$ cat config.mk
export PLATFORM = sky130hd
export DESIGN_NAME = status_flags_bank_select
export DESIGN_NICKNAME = d
export VERILOG_FILES = /design/src/logic/status_flags_pkg.sv /design/src/logic/status_flags_bank_select.sv /design/src/logic/flag_alu.sv /design/src/logic/sticky_event.sv
export VERILOG_INCLUDE_DIRS = /design/src /design/src/logic
export SDC_FILE = /design/constraint.sdc
export NUM_CORES = 1
export LEC_CHECK = 0
export BUFFER_PORTS_ARGS = -buffer_cell sky130_fd_sc_hd__clkbuf_2
export CAP_MARGIN = 20
export CORE_MARGIN = 3
export CORE_UTILIZATION = 42
export CTS_CLUSTER_SIZE = 40
export DETAILED_ROUTE_END_ITERATION = 12
export GPL_TIMING_DRIVEN = 1
export PLACE_DENSITY = 0.82
export SETUP_SLACK_MARGIN = 0.4
export SLEW_MARGIN = 25
export SYNTH_ARGS = -nofsm -noshare
export SYNTH_HDL_FRONTEND = slang
export SYNTH_SLANG_ARGS = --single-unit
$ cat constraint.sdc
create_clock -name I_CLK -period 6.2 [get_ports I_CLK]
set_input_delay 1.24 -clock I_CLK [delete_from_list [all_inputs] [get_ports I_CLK]]
set_output_delay 1.24 -clock I_CLK [all_outputs]
set_load 0.005 [all_outputs]
$ cat src/logic/status_flags_cfg.svh
`ifndef STATUS_FLAGS_CFG_SVH
`define STATUS_FLAGS_CFG_SVH

// ----------------------------------------------------------------------
// Register indices (byte address is four times the index)
// ----------------------------------------------------------------------
`define SFB_IDX_PROCESSOR_STATUS 6'h03
`define SFB_IDX_IRQ_STATUS       6'h04
`define SFB_IDX_IRQ_MASK         6'h05

// ----------------------------------------------------------------------
// Processor status field positions
// ----------------------------------------------------------------------
`define SFB_BIT_CARRY            0
`define SFB_BIT_NIBBLE_CARRY     1
`define SFB_BIT_ZERO             2
`define SFB_BIT_POWER_DOWN       3
`define SFB_BIT_WATCHDOG_EXPIRED 4
`define SFB_BIT_BANK_SELECT      5
`define SFB_BIT_UPPER_BANK       6
`define SFB_BIT_INDIRECT_BANK    7

// ----------------------------------------------------------------------
// Reset values and bank bases
// ----------------------------------------------------------------------
`define SFB_RST_PROCESSOR_STATUS 8'h18
`define SFB_RST_IRQ_MASK         3'h0
`define SFB_BANK0_BASE           8'h00
`define SFB_BANK1_BASE           8'h80
`define SFB_BANK_OFFSET_MASK     8'h7F

// ----------------------------------------------------------------------
// Interrupt event positions
// ----------------------------------------------------------------------
`define SFB_EV_EXPIRED           0
`define SFB_EV_SLEEP             1
`define SFB_EV_RESERVED          2
`define SFB_EV_COUNT             3

`endif

$ cat src/logic/status_flags_pkg.sv
`default_nettype none
`include "status_flags_cfg.svh"

package status_flags_pkg;

  typedef enum logic [1:0] {
    ALU_NONE,
    ALU_ADD,
    ALU_SUB,
    ALU_LOGIC
  } alu_op_e;

  typedef struct packed {
    logic [7:0]                 status;
    logic [`SFB_EV_COUNT-1:0]   irq_mask;
    logic [31:0]                rdata;
  } bank_state_s;

  typedef struct packed {
    logic flag;
  } sticky_s;

endpackage : status_flags_pkg

`default_nettype wire

$ cat src/logic/status_flags_bank_select.sv
// Functional notes
// Bank select bit clear maps direct addresses to 00h-7Fh, set to 80h-FFh.
// Watchdog expired flag sets at power-up, on watchdog clear and on sleep.
// Watchdog expired flag clears on a watchdog timer time-out.
// Power-down flag sets at power-up and on watchdog clear.
// Power-down flag clears when the sleep instruction executes.
// Flag-updating instruction writing status keeps ALU zero, nibble and carry results.
// Writes to watchdog expired and power-down flags are ignored.
// In subtraction, carry and nibble carry are inverted borrows.
// Software keeps the two upper status bits cleared.
// Zero flag is set when the result is zero, else cleared.
`timescale 1ns/1ps
`default_nettype none
`include "status_flags_cfg.svh"

module status_flags_bank_select (
  input  wire logic                      I_CLK,
  input  wire logic                      I_RST_N,
  input  wire logic                      I_PSEL,
  input  wire logic                      I_PENABLE,
  input  wire logic                      I_PWRITE,
  input  wire logic [7:0]                I_PADDR,
  input  wire logic [31:0]               I_PWDATA,
  output logic [31:0]                    O_PRDATA,
  output logic                           O_PREADY,
  output logic                           O_PSLVERR,
  input  wire logic                      I_WATCHDOG_CLEAR_OP,
  input  wire logic                      I_SLEEP_OP,
  input  wire logic                      I_WATCHDOG_TIMEOUT,
  input  wire logic                      I_CORE_WR,
  input  wire logic [7:0]                I_CORE_WDATA,
  input  wire logic                      I_FLAG_UPD,
  input  wire status_flags_pkg::alu_op_e I_ALU_OP,
  input  wire logic [7:0]                I_ALU_A,
  input  wire logic [7:0]                I_ALU_B,
  input  wire logic [7:0]                I_LOGIC_RESULT,
  input  wire logic [6:0]                I_DIR_ADDR,
  output logic [7:0]                     O_BANK_ADDR,
  output logic [7:0]                     O_STATUS,
  output logic [7:0]                     O_ALU_RESULT,
  output logic                           O_IRQ
);
  import status_flags_pkg::*;

  // --------------------------------------------------------------------
  // Address decode
  // --------------------------------------------------------------------
  localparam logic [7:0] ADDR_STATUS   = {`SFB_IDX_PROCESSOR_STATUS, 2'b00};
  localparam logic [7:0] ADDR_IRQ_STAT = {`SFB_IDX_IRQ_STATUS, 2'b00};
  localparam logic [7:0] ADDR_IRQ_MASK = {`SFB_IDX_IRQ_MASK, 2'b00};

  bank_state_s               q, d;
  logic                      setup_ph;
  logic                      access_ph;
  logic                      addr_hit;
  logic                      apb_wr;
  logic [31:0]               read_mux;
  logic [`SFB_EV_COUNT-1:0]  ev_set;
  logic [`SFB_EV_COUNT-1:0]  ev_clr;
  logic [`SFB_EV_COUNT-1:0]  irq_stat;
  logic [7:0]                alu_res;
  logic                      alu_zero;
  logic                      alu_nibble;
  logic                      alu_carry;
  logic                      alu_arith;
  logic                      upper_wr_sw;
  logic                      upper_wr_core;

  assign setup_ph  = I_PSEL && !I_PENABLE;
  assign access_ph = I_PSEL && I_PENABLE;
  assign addr_hit  = (I_PADDR == ADDR_STATUS) || (I_PADDR == ADDR_IRQ_STAT)
                  || (I_PADDR == ADDR_IRQ_MASK);
  assign apb_wr    = access_ph && I_PWRITE;

  always_comb begin
    read_mux = 32'h0000_0000;
    case (I_PADDR)
      ADDR_STATUS:   read_mux[7:0] = q.status;
      ADDR_IRQ_STAT: read_mux[`SFB_EV_COUNT-1:0] = irq_stat;
      ADDR_IRQ_MASK: read_mux[`SFB_EV_COUNT-1:0] = q.irq_mask;
      default:       read_mux = 32'h0000_0000;
    endcase
  end

  // --------------------------------------------------------------------
  // Result flag computation
  // --------------------------------------------------------------------
  flag_alu #(
    .W (8)
  ) u_flag_alu (
    .i_op           (I_ALU_OP),
    .i_a            (I_ALU_A),
    .i_b            (I_ALU_B),
    .i_logic_result (I_LOGIC_RESULT),
    .o_result       (alu_res),
    .o_zero         (alu_zero),
    .o_nibble_carry (alu_nibble),
    .o_carry        (alu_carry),
    .o_arith        (alu_arith)
  );

  // --------------------------------------------------------------------
  // Next state
  // --------------------------------------------------------------------
  always_comb begin
    d = q;
    // Software path; the two hardware-owned flags are never taken
    if (apb_wr && (I_PADDR == ADDR_STATUS)) begin
      d.status[7:5] = I_PWDATA[7:5];
      d.status[2:0] = I_PWDATA[2:0];
    end
    if (apb_wr && (I_PADDR == ADDR_IRQ_MASK)) begin
      d.irq_mask = I_PWDATA[`SFB_EV_COUNT-1:0];
    end
    // Core write wins over a bus write in the same cycle, for bits 7:5 always and for bits 2:0 only without a flag update
    if (I_CORE_WR) begin
      d.status[7:5] = I_CORE_WDATA[7:5];
      if (!I_FLAG_UPD) begin
        d.status[2:0] = I_CORE_WDATA[2:0];
      end
    end
    // Flag-updating ALU operations override an explicit zero write; carry and nibble carry only for add and subtract
    if (I_FLAG_UPD && (I_ALU_OP != ALU_NONE)) begin
      d.status[`SFB_BIT_ZERO] = alu_zero;
      if (alu_arith) begin
        d.status[`SFB_BIT_CARRY]        = alu_carry;
        d.status[`SFB_BIT_NIBBLE_CARRY] = alu_nibble;
      end
    end
    // Hardware events; a time-out wins for the expired flag
    if (I_WATCHDOG_CLEAR_OP) begin
      d.status[`SFB_BIT_WATCHDOG_EXPIRED] = 1'b1;
      d.status[`SFB_BIT_POWER_DOWN]       = 1'b1;
    end
    if (I_SLEEP_OP) begin
      d.status[`SFB_BIT_WATCHDOG_EXPIRED] = 1'b1;
      d.status[`SFB_BIT_POWER_DOWN]       = 1'b0;
    end
    if (I_WATCHDOG_TIMEOUT) begin
      d.status[`SFB_BIT_WATCHDOG_EXPIRED] = 1'b0;
    end
    // Read data latched in setup so it is stable through the access
    if (setup_ph) begin
      d.rdata = read_mux;
    end
  end

  // Power-up leaves both hardware flags set
  always_ff @(posedge I_CLK) begin
    if (!I_RST_N) begin
      q.status   <= `SFB_RST_PROCESSOR_STATUS;
      q.irq_mask <= `SFB_RST_IRQ_MASK;
      q.rdata    <= 32'h0000_0000;
    end else begin
      q <= d;
    end
  end

  // --------------------------------------------------------------------
  // Interrupt events
  // --------------------------------------------------------------------
  // Upper bits should stay clear; a nonzero write is flagged
  assign upper_wr_sw   = apb_wr && (I_PADDR == ADDR_STATUS) && (I_PWDATA[7:6] != 2'b00);
  assign upper_wr_core = I_CORE_WR && (I_CORE_WDATA[7:6] != 2'b00);

  always_comb begin
    ev_set = '0;
    ev_set[`SFB_EV_EXPIRED]  = I_WATCHDOG_TIMEOUT;
    ev_set[`SFB_EV_SLEEP]    = I_SLEEP_OP;
    ev_set[`SFB_EV_RESERVED] = upper_wr_sw || upper_wr_core;
    ev_clr = '0;
    if (apb_wr && (I_PADDR == ADDR_IRQ_STAT)) begin
      ev_clr = I_PWDATA[`SFB_EV_COUNT-1:0];
    end
  end

  for (genvar gi = 0; gi < `SFB_EV_COUNT; gi++) begin : g_irq
    sticky_event u_sticky (
      .i_clk   (I_CLK),
      .i_rst_n (I_RST_N),
      .i_set   (ev_set[gi]),
      .i_clr   (ev_clr[gi]),
      .o_flag  (irq_stat[gi])
    );
  end

  // --------------------------------------------------------------------
  // Outputs
  // --------------------------------------------------------------------
  assign O_PREADY     = 1'b1;
  assign O_PSLVERR    = access_ph && !addr_hit;
  assign O_PRDATA     = q.rdata;
  assign O_STATUS     = q.status;
  assign O_ALU_RESULT = alu_res;
  assign O_IRQ        = |(irq_stat & q.irq_mask);

  // Only the bank bit extends the direct address
  assign O_BANK_ADDR  = (q.status[`SFB_BIT_BANK_SELECT] ? `SFB_BANK1_BASE : `SFB_BANK0_BASE)
                      | ({1'b0, I_DIR_ADDR} & `SFB_BANK_OFFSET_MASK);
endmodule : status_flags_bank_select

`default_nettype wire

$ cat src/logic/flag_alu.sv
`timescale 1ns/1ps
`default_nettype none

module flag_alu #(
  parameter int W = 8
) (
  input  wire status_flags_pkg::alu_op_e i_op,
  input  wire logic [W-1:0]              i_a,
  input  wire logic [W-1:0]              i_b,
  input  wire logic [W-1:0]              i_logic_result,
  output logic [W-1:0]                   o_result,
  output logic                           o_zero,
  output logic                           o_nibble_carry,
  output logic                           o_carry,
  output logic                           o_arith
);
  import status_flags_pkg::*;

  logic [W:0]   full_sum;
  logic [4:0]   low_sum;
  logic [W-1:0] b_eff;
  logic         cin;

  // Subtract as a + ~b + 1, so carry out is the inverted borrow
  always_comb begin
    cin      = (i_op == ALU_SUB);
    b_eff    = cin ? ~i_b : i_b;
    full_sum = {1'b0, i_a} + {1'b0, b_eff} + {{W{1'b0}}, cin};
    low_sum  = {1'b0, i_a[3:0]} + {1'b0, b_eff[3:0]} + {4'h0, cin};
    o_arith  = (i_op == ALU_ADD) || (i_op == ALU_SUB);
    o_result = (i_op == ALU_LOGIC) ? i_logic_result : full_sum[W-1:0];
    o_zero         = (o_result == '0);
    o_carry        = full_sum[W];
    o_nibble_carry = low_sum[4];
  end

endmodule : flag_alu

`default_nettype wire

$ cat src/logic/sticky_event.sv
`timescale 1ns/1ps
`default_nettype none

module sticky_event (
  input  wire logic i_clk,
  input  wire logic i_rst_n,
  input  wire logic i_set,
  input  wire logic i_clr,
  output logic      o_flag
);
  import status_flags_pkg::*;

  sticky_s q, d;

  // Set wins over a clear in the same cycle
  always_comb begin
    d = q;
    if (i_clr) begin
      d.flag = 1'b0;
    end
    if (i_set) begin
      d.flag = 1'b1;
    end
  end

  always_ff @(posedge i_clk) begin
    if (!i_rst_n) begin
      q <= '0;
    end else begin
      q <= d;
    end
  end

  assign o_flag = q.flag;

endmodule : sticky_event

`default_nettype wire

# Word level (Yosys, flattened, before mapping)
# Index checks and enable logic that the tools add are counted.
[word_totals]
register_bits = 22
output_inout_bits = 59
[classes]
add_sub_neg = 4
n_eq_ne = 6
muxes = 22
bitwise = 3
n_reduce_logical = 27
[ops]
columns = ["cell", "count"]
rows = [
  ["2-to-1 mux 8 bit", 3],
  ["2-to-1 mux 3 bit", 7],
  ["== test 8 x 5 -> 1 bit, second input constant", 2],
  ["nonzero test 2 bit", 8],
  ["logical AND 1 bit", 10],
  ["adder 8 x 8 -> 9 bit", 1],
  ["adder 9 x 1 -> 9 bit", 1],
  ["case mux 3 bit (3 select lines)", 1],
  ["== test 8 x 4 -> 1 bit, second input constant", 1],
  ["zero test 8 bit", 1],
  ["NOT 8 bit", 1],
  ["bitwise OR 8 x 7 -> 8 bit", 1],
  ["2-to-1 mux 1 bit", 7],
  ["2-to-1 mux 2 bit", 3],
  ["adder 4 x 4 -> 5 bit", 1],
  ["adder 5 x 1 -> 5 bit", 1],
  ["2-to-1 mux 5 bit", 1],
  ["== test 2 bit, second input constant", 2],
  ["logical OR 1 bit", 4],
  ["bitwise AND 3 bit", 1],
  ["nonzero test 3 bit", 1],
  ["OR reduction 3 bit", 1],
  ["== test 2 x 1 -> 1 bit, second input constant", 1],
  ["zero test 1 bit", 2],
]

# Logic depth before layout (Yosys ltp)
[depth]
ltp_word = 8
mapped_depth = 10
depth_no_buf = 9

# By module
# From an unflattened synthesis, not the netlist that was laid out.
[unflattened]
hier_cells = 253
hier_area_um2 = 2077.0
[modules_own_cells]
columns = ["module", "instances", "cells_per_inst", "seq_area_each_um2", "area_per_inst_um2"]
rows = [
  ["status_flags_bank_select", 1, 164, 380.4, 1351.3],
  ["flag_alu", 1, 80, 0.0, 601.8],
  ["sticky_event", 3, 3, 20.0, 41.3],
]

# Worst setup path before layout
# OpenSTA, ideal clock, no wires.
[synth_timing]
kind = "input port to output port"
start = "input port I_ALU_OP[0]"
end = "output port O_ALU_RESULT[6]"
arrival_time_ns = 3.416
path_slack_ns = 1.544
stages = 9
required_time_ns = 4.960
cell_sequence = "inv_1 ha_1 clkbuf_1 mux2_2 fa_1 a211oi_1 nor4_1 nor4b_1 inv_1"
[synth_between]
elab_chain_cells = 5
[synth_lines]
columns = ["element", "line_no", "source"]
rows = [
  ["start: declaration", "status_flags_bank_select.sv:33", "input wire status_flags_pkg::alu_op_e I_ALU_OP,"],
  ["== test 2 bit", "flag_alu.sv:26", "cin = (i_op == ALU_SUB);"],
  ["2-to-1 mux 8 bit", "flag_alu.sv:27", "b_eff = cin ? ~i_b : i_b;"],
  ["adder 8 x 8 -> 9 bit", "flag_alu.sv:28", "full_sum = {1'b0, i_a} + {1'b0, b_eff} + {{W{1'b0}}, cin};"],
  ["adder 9 x 1 -> 9 bit", "flag_alu.sv:28", ""],
  ["2-to-1 mux 8 bit (*)", "flag_alu.sv:31", "o_result = (i_op == ALU_LOGIC) ? i_logic_result : full_sum[W-1:0];"],
  ["end: declaration", "status_flags_bank_select.sv:40", "output logic [7:0] O_ALU_RESULT,"],
]
# Mark *: on every way between the ends. The rest lies on a longest branch, timed or not.

# Worst setup path after layout
# Ends and elaborated chain as after synthesis.

==> impl_metrics.tcl <==
set metrics [dict create \
    ir_drop_v 0.00006873 \
    crit_path_max_incr_delay_ps 470 \
    synth_top_cell_by_area "dfxtp_1" \
    synth_most_common_cell "buf_4" \
    hold_viol_final 0 \
    synth_top_area_share_pct 20.87 \
    cts_tree "done" \
    clk_pin_slew_ps 80 \
    pwr_density_cell_nw_per_um2 172.4 \
    ioPinCount 150 \
    status "completed" \
    die_h_um 76.89 \
    fin_crit_sh_pct 79.03 \
    grt_max_degree 24 \
    max_freq_ghz 0.2041 \
    gr-usage-all-layers_pct 16.70 \
    required_ps 4960 \
    drtPass1Iterations 4 \
    maxSlewViolCount 0 \
    reg2reg_from "O_STATUS[2]$_SDFF_PN0_" \
    syn2layout_area_growth_pct 11.38 \
    clock-root-buffer "clkbuf_8" \
    grt_pass1_vias 1889 \
    wl_per_cell_um 13.18 \
    min_to "O_PRDATA[5]$_SDFFE_PN0P_" \
    critPathBufInv 5 \
    crit_chain "clkbuf_2 > inv_1 > ha_1 > mux2_2 > fa_1 > a211oi_1 > buf_4 > nor4_1 > nor4b_1 > inv_1 > clkbuf_2" \
    clock-sinks 22 \
    cts_buffers 3 \
    tns_ps 0 \
    clk_latency_ps 260 \
    end_kind "output pin" \
    period_needed_ps 4900 \
    netlist_instances 258 \
    cts_resized 0 \
    diodes 0 \
    wirelength_um 4967 \
    fin_cells 377 \
    relSlewSlack_pct 33.40 \
    ys_seq_area_share_pct 20.87 \
    yosys_most_used_dff "dfxtp_1" \
    antenna_found_initial 0 \
    reg2regPathDepth 4 \
    drt.antenna.violating_nets 0 \
    start_util_pct 44.10 \
    synthTopCellsByCount "49 x buf_4, 22 x dfxtp_1, 18 x nand2_1, 13 x mux2i_1, 12 x o21ai_0" \
    synth_edf_count 0 \
    skew_ps 2.768 \
    dpl.hpwl_um 4140 \
    synth_area_leaders "dfxtp_1 21%, buf_4 17%, ha_1 6.5%" \
    synth_seq_cells 22 \
    ctsHoldBuffers 0 \
    coreArea_um2 4786 \
    finalWeightedCongestion 0.8851 \
    syn_area_per_cell_um2 8.181 \
    layout-drive-gt1-share_pct 30.32 \
    cts_setup_buffers 0 \
    die_x_um 76.89 \
    drv_cap 0 \
    grt_pass1_wl_um 8342 \
    cp_top_family "adder cells" \
    rrSetupSlack_ps 5030 \
    n_fill_cell 475 \
    cp.arrival_ps 3660 \
    placed_cells 373 \
    cp_max_fo 8 \
    hold_start "O_PRDATA[5]$_SDFFE_PN0P_" \
    cp-start-kind "primary input" \
    num_vias 1899 \
    critPathSlowestCell "nor4b_1" \
    whs_path_depth 2 \
    nets 414 \
    tightest_slew_ps 991.4 \
    critPathKind "in -> out" \
    hold_class "reg -> reg" \
    r2r-end "O_STATUS[2]$_SDFF_PN0_" \
    num_rows 25 \
    gr-total-overflow 0 \
    yosysWarnings 0 \
    rsz0062_at_grt "no" \
    synth_cell_types 53 \
    drt_iter0_markers 64 \
    drc 0 \
    io_buffers 82 \
    p_leak_nw 1.215 \
    cts_buffer_depth 2 \
    synth_area_um2 2111 \
    setup_viol 0 \
    synthArstFlopShare_pct 0 \
    die-area_um2 5912 \
    vias_per_cell 5.037 \
    htreeDepth 1 \
]
## metal layers
layer / wire, um / track usage (%) / share of wire, %
met1: 2006 / 19.54 / 40
met2: 2575 / 30.40 / 52
met3: 289 / 3.286 / 5.8
met4: 96 / 5.072 / 1.9
met5: 0 / 0 / 0
## per-stage QoR
stage / setup slack (ps) / power (mW) / instance area, um2 / hold WS, ps / util, %
detailed placement: 1285 / 0.3063 / 2296 / 457.3 / 47.97
finish: 1300 / 0.4053 / 2351 / 463.9 / 49.12
CTS: 1281 / 0.4075 / 2351 / 468.0 / 49.12
global route: 1084 / 0.4329 / 2351 / 496.9 / 49.12
floorplan: 1544 / 0.2699 / 2197 / 441.3 / -
global placement: 1356 / 0.3022 / 2296 / 451.1 / 47.97
## flip-flops by register name, indices dropped and copies added (netlist names)
| register | flops |
|---|---|
| O_PRDATA | 8 |
| O_STATUS | 8 |
| g_irq.u_sticky.o_flag | 3 |
| q | 3 |
## where the power goes
group	leakage [nW]	internal (mW)	switching, mW
registers	0.180	0.147	0.00476
clock network	0.0288	0.0566	0.0444
logic	1.01	0.0733	0.0790
## cells by family (layout without fill, tap and decap cells)
family,Yosys count,after routing,share of synthesized area (%)
muxes,15,15,7.231
and+or+nand+nor,77,77,20.15
xor gates and xnor gates,9,9,3.735
DFF,22,22,20.87
buffers and inverters,64,93,20.15
AOI/OAI and AO/OA,57,57,20.04
other,2,25,0.3558
adders and majority gates,12,12,7.469
## worst reg2reg max path: cells and delay by family, from the launching register on
family	cells	cell delay, ps
AND/OR/NAND/NOR	2	480
flip-flops	1	370
multiplexers	1	80
AO/OA/AOI/OAI	1	160
## worst max-delay path by stage
stage,start,to,cells past startpoint
detailed placement,I_ALU_OP[0],O_ALU_RESULT[6],11
CTS,I_ALU_OP[0],O_ALU_RESULT[6],11
finish,I_ALU_OP[0],O_ALU_RESULT[6],11
global placement,I_ALU_OP[0],O_ALU_RESULT[6],11
floorplan,I_ALU_OP[0],O_ALU_RESULT[6],9
global route,I_ALU_OP[0],O_ALU_RESULT[6],11
## cell type report
class	instances	area [um2]	share of cell area (%)
repair buffers	83	417.9	17.78
clock buffers	4	55.05	2.342
inverters	6	22.52	0.9580
flip-flops and latches	22	440.4	18.73
well taps	67	83.83	3.566
multi-input cells	195	1331	56.63
## cell usage in the layout (no fill, tap or decap), types with 2 or more instances in the layout
cell type,synthesis,routed
nor4_1,2,2
or3_1,3,3
o31ai_1,2,2
mux2i_1,13,13
mux2_2,2,2
nor2_1,10,10
nand2_1,18,18
xnor2_1,2,2
nor3_1,5,5
o21a_1,4,4
a311o_1,4,4
and3_1,4,4
nand3_1,8,8
conb_1,2,25
a22oi_1,2,2
ha_1,11,11
o211a_1,3,3
a21o_1,3,3
nor4b_1,2,2
and2_1,4,4
nand2b_1,7,7
o211ai_1,3,3
clkbuf_2,0,82
o21ai_0,12,12
clkbuf_8,0,4
inv_1,6,6
a21boi_0,8,8
dfxtp_1,22,22
xor2_1,7,7
a211oi_1,2,2
a21oi_1,3,3
nor2b_1,6,6
Note: power is estimated with default switching activity, not from simulation.
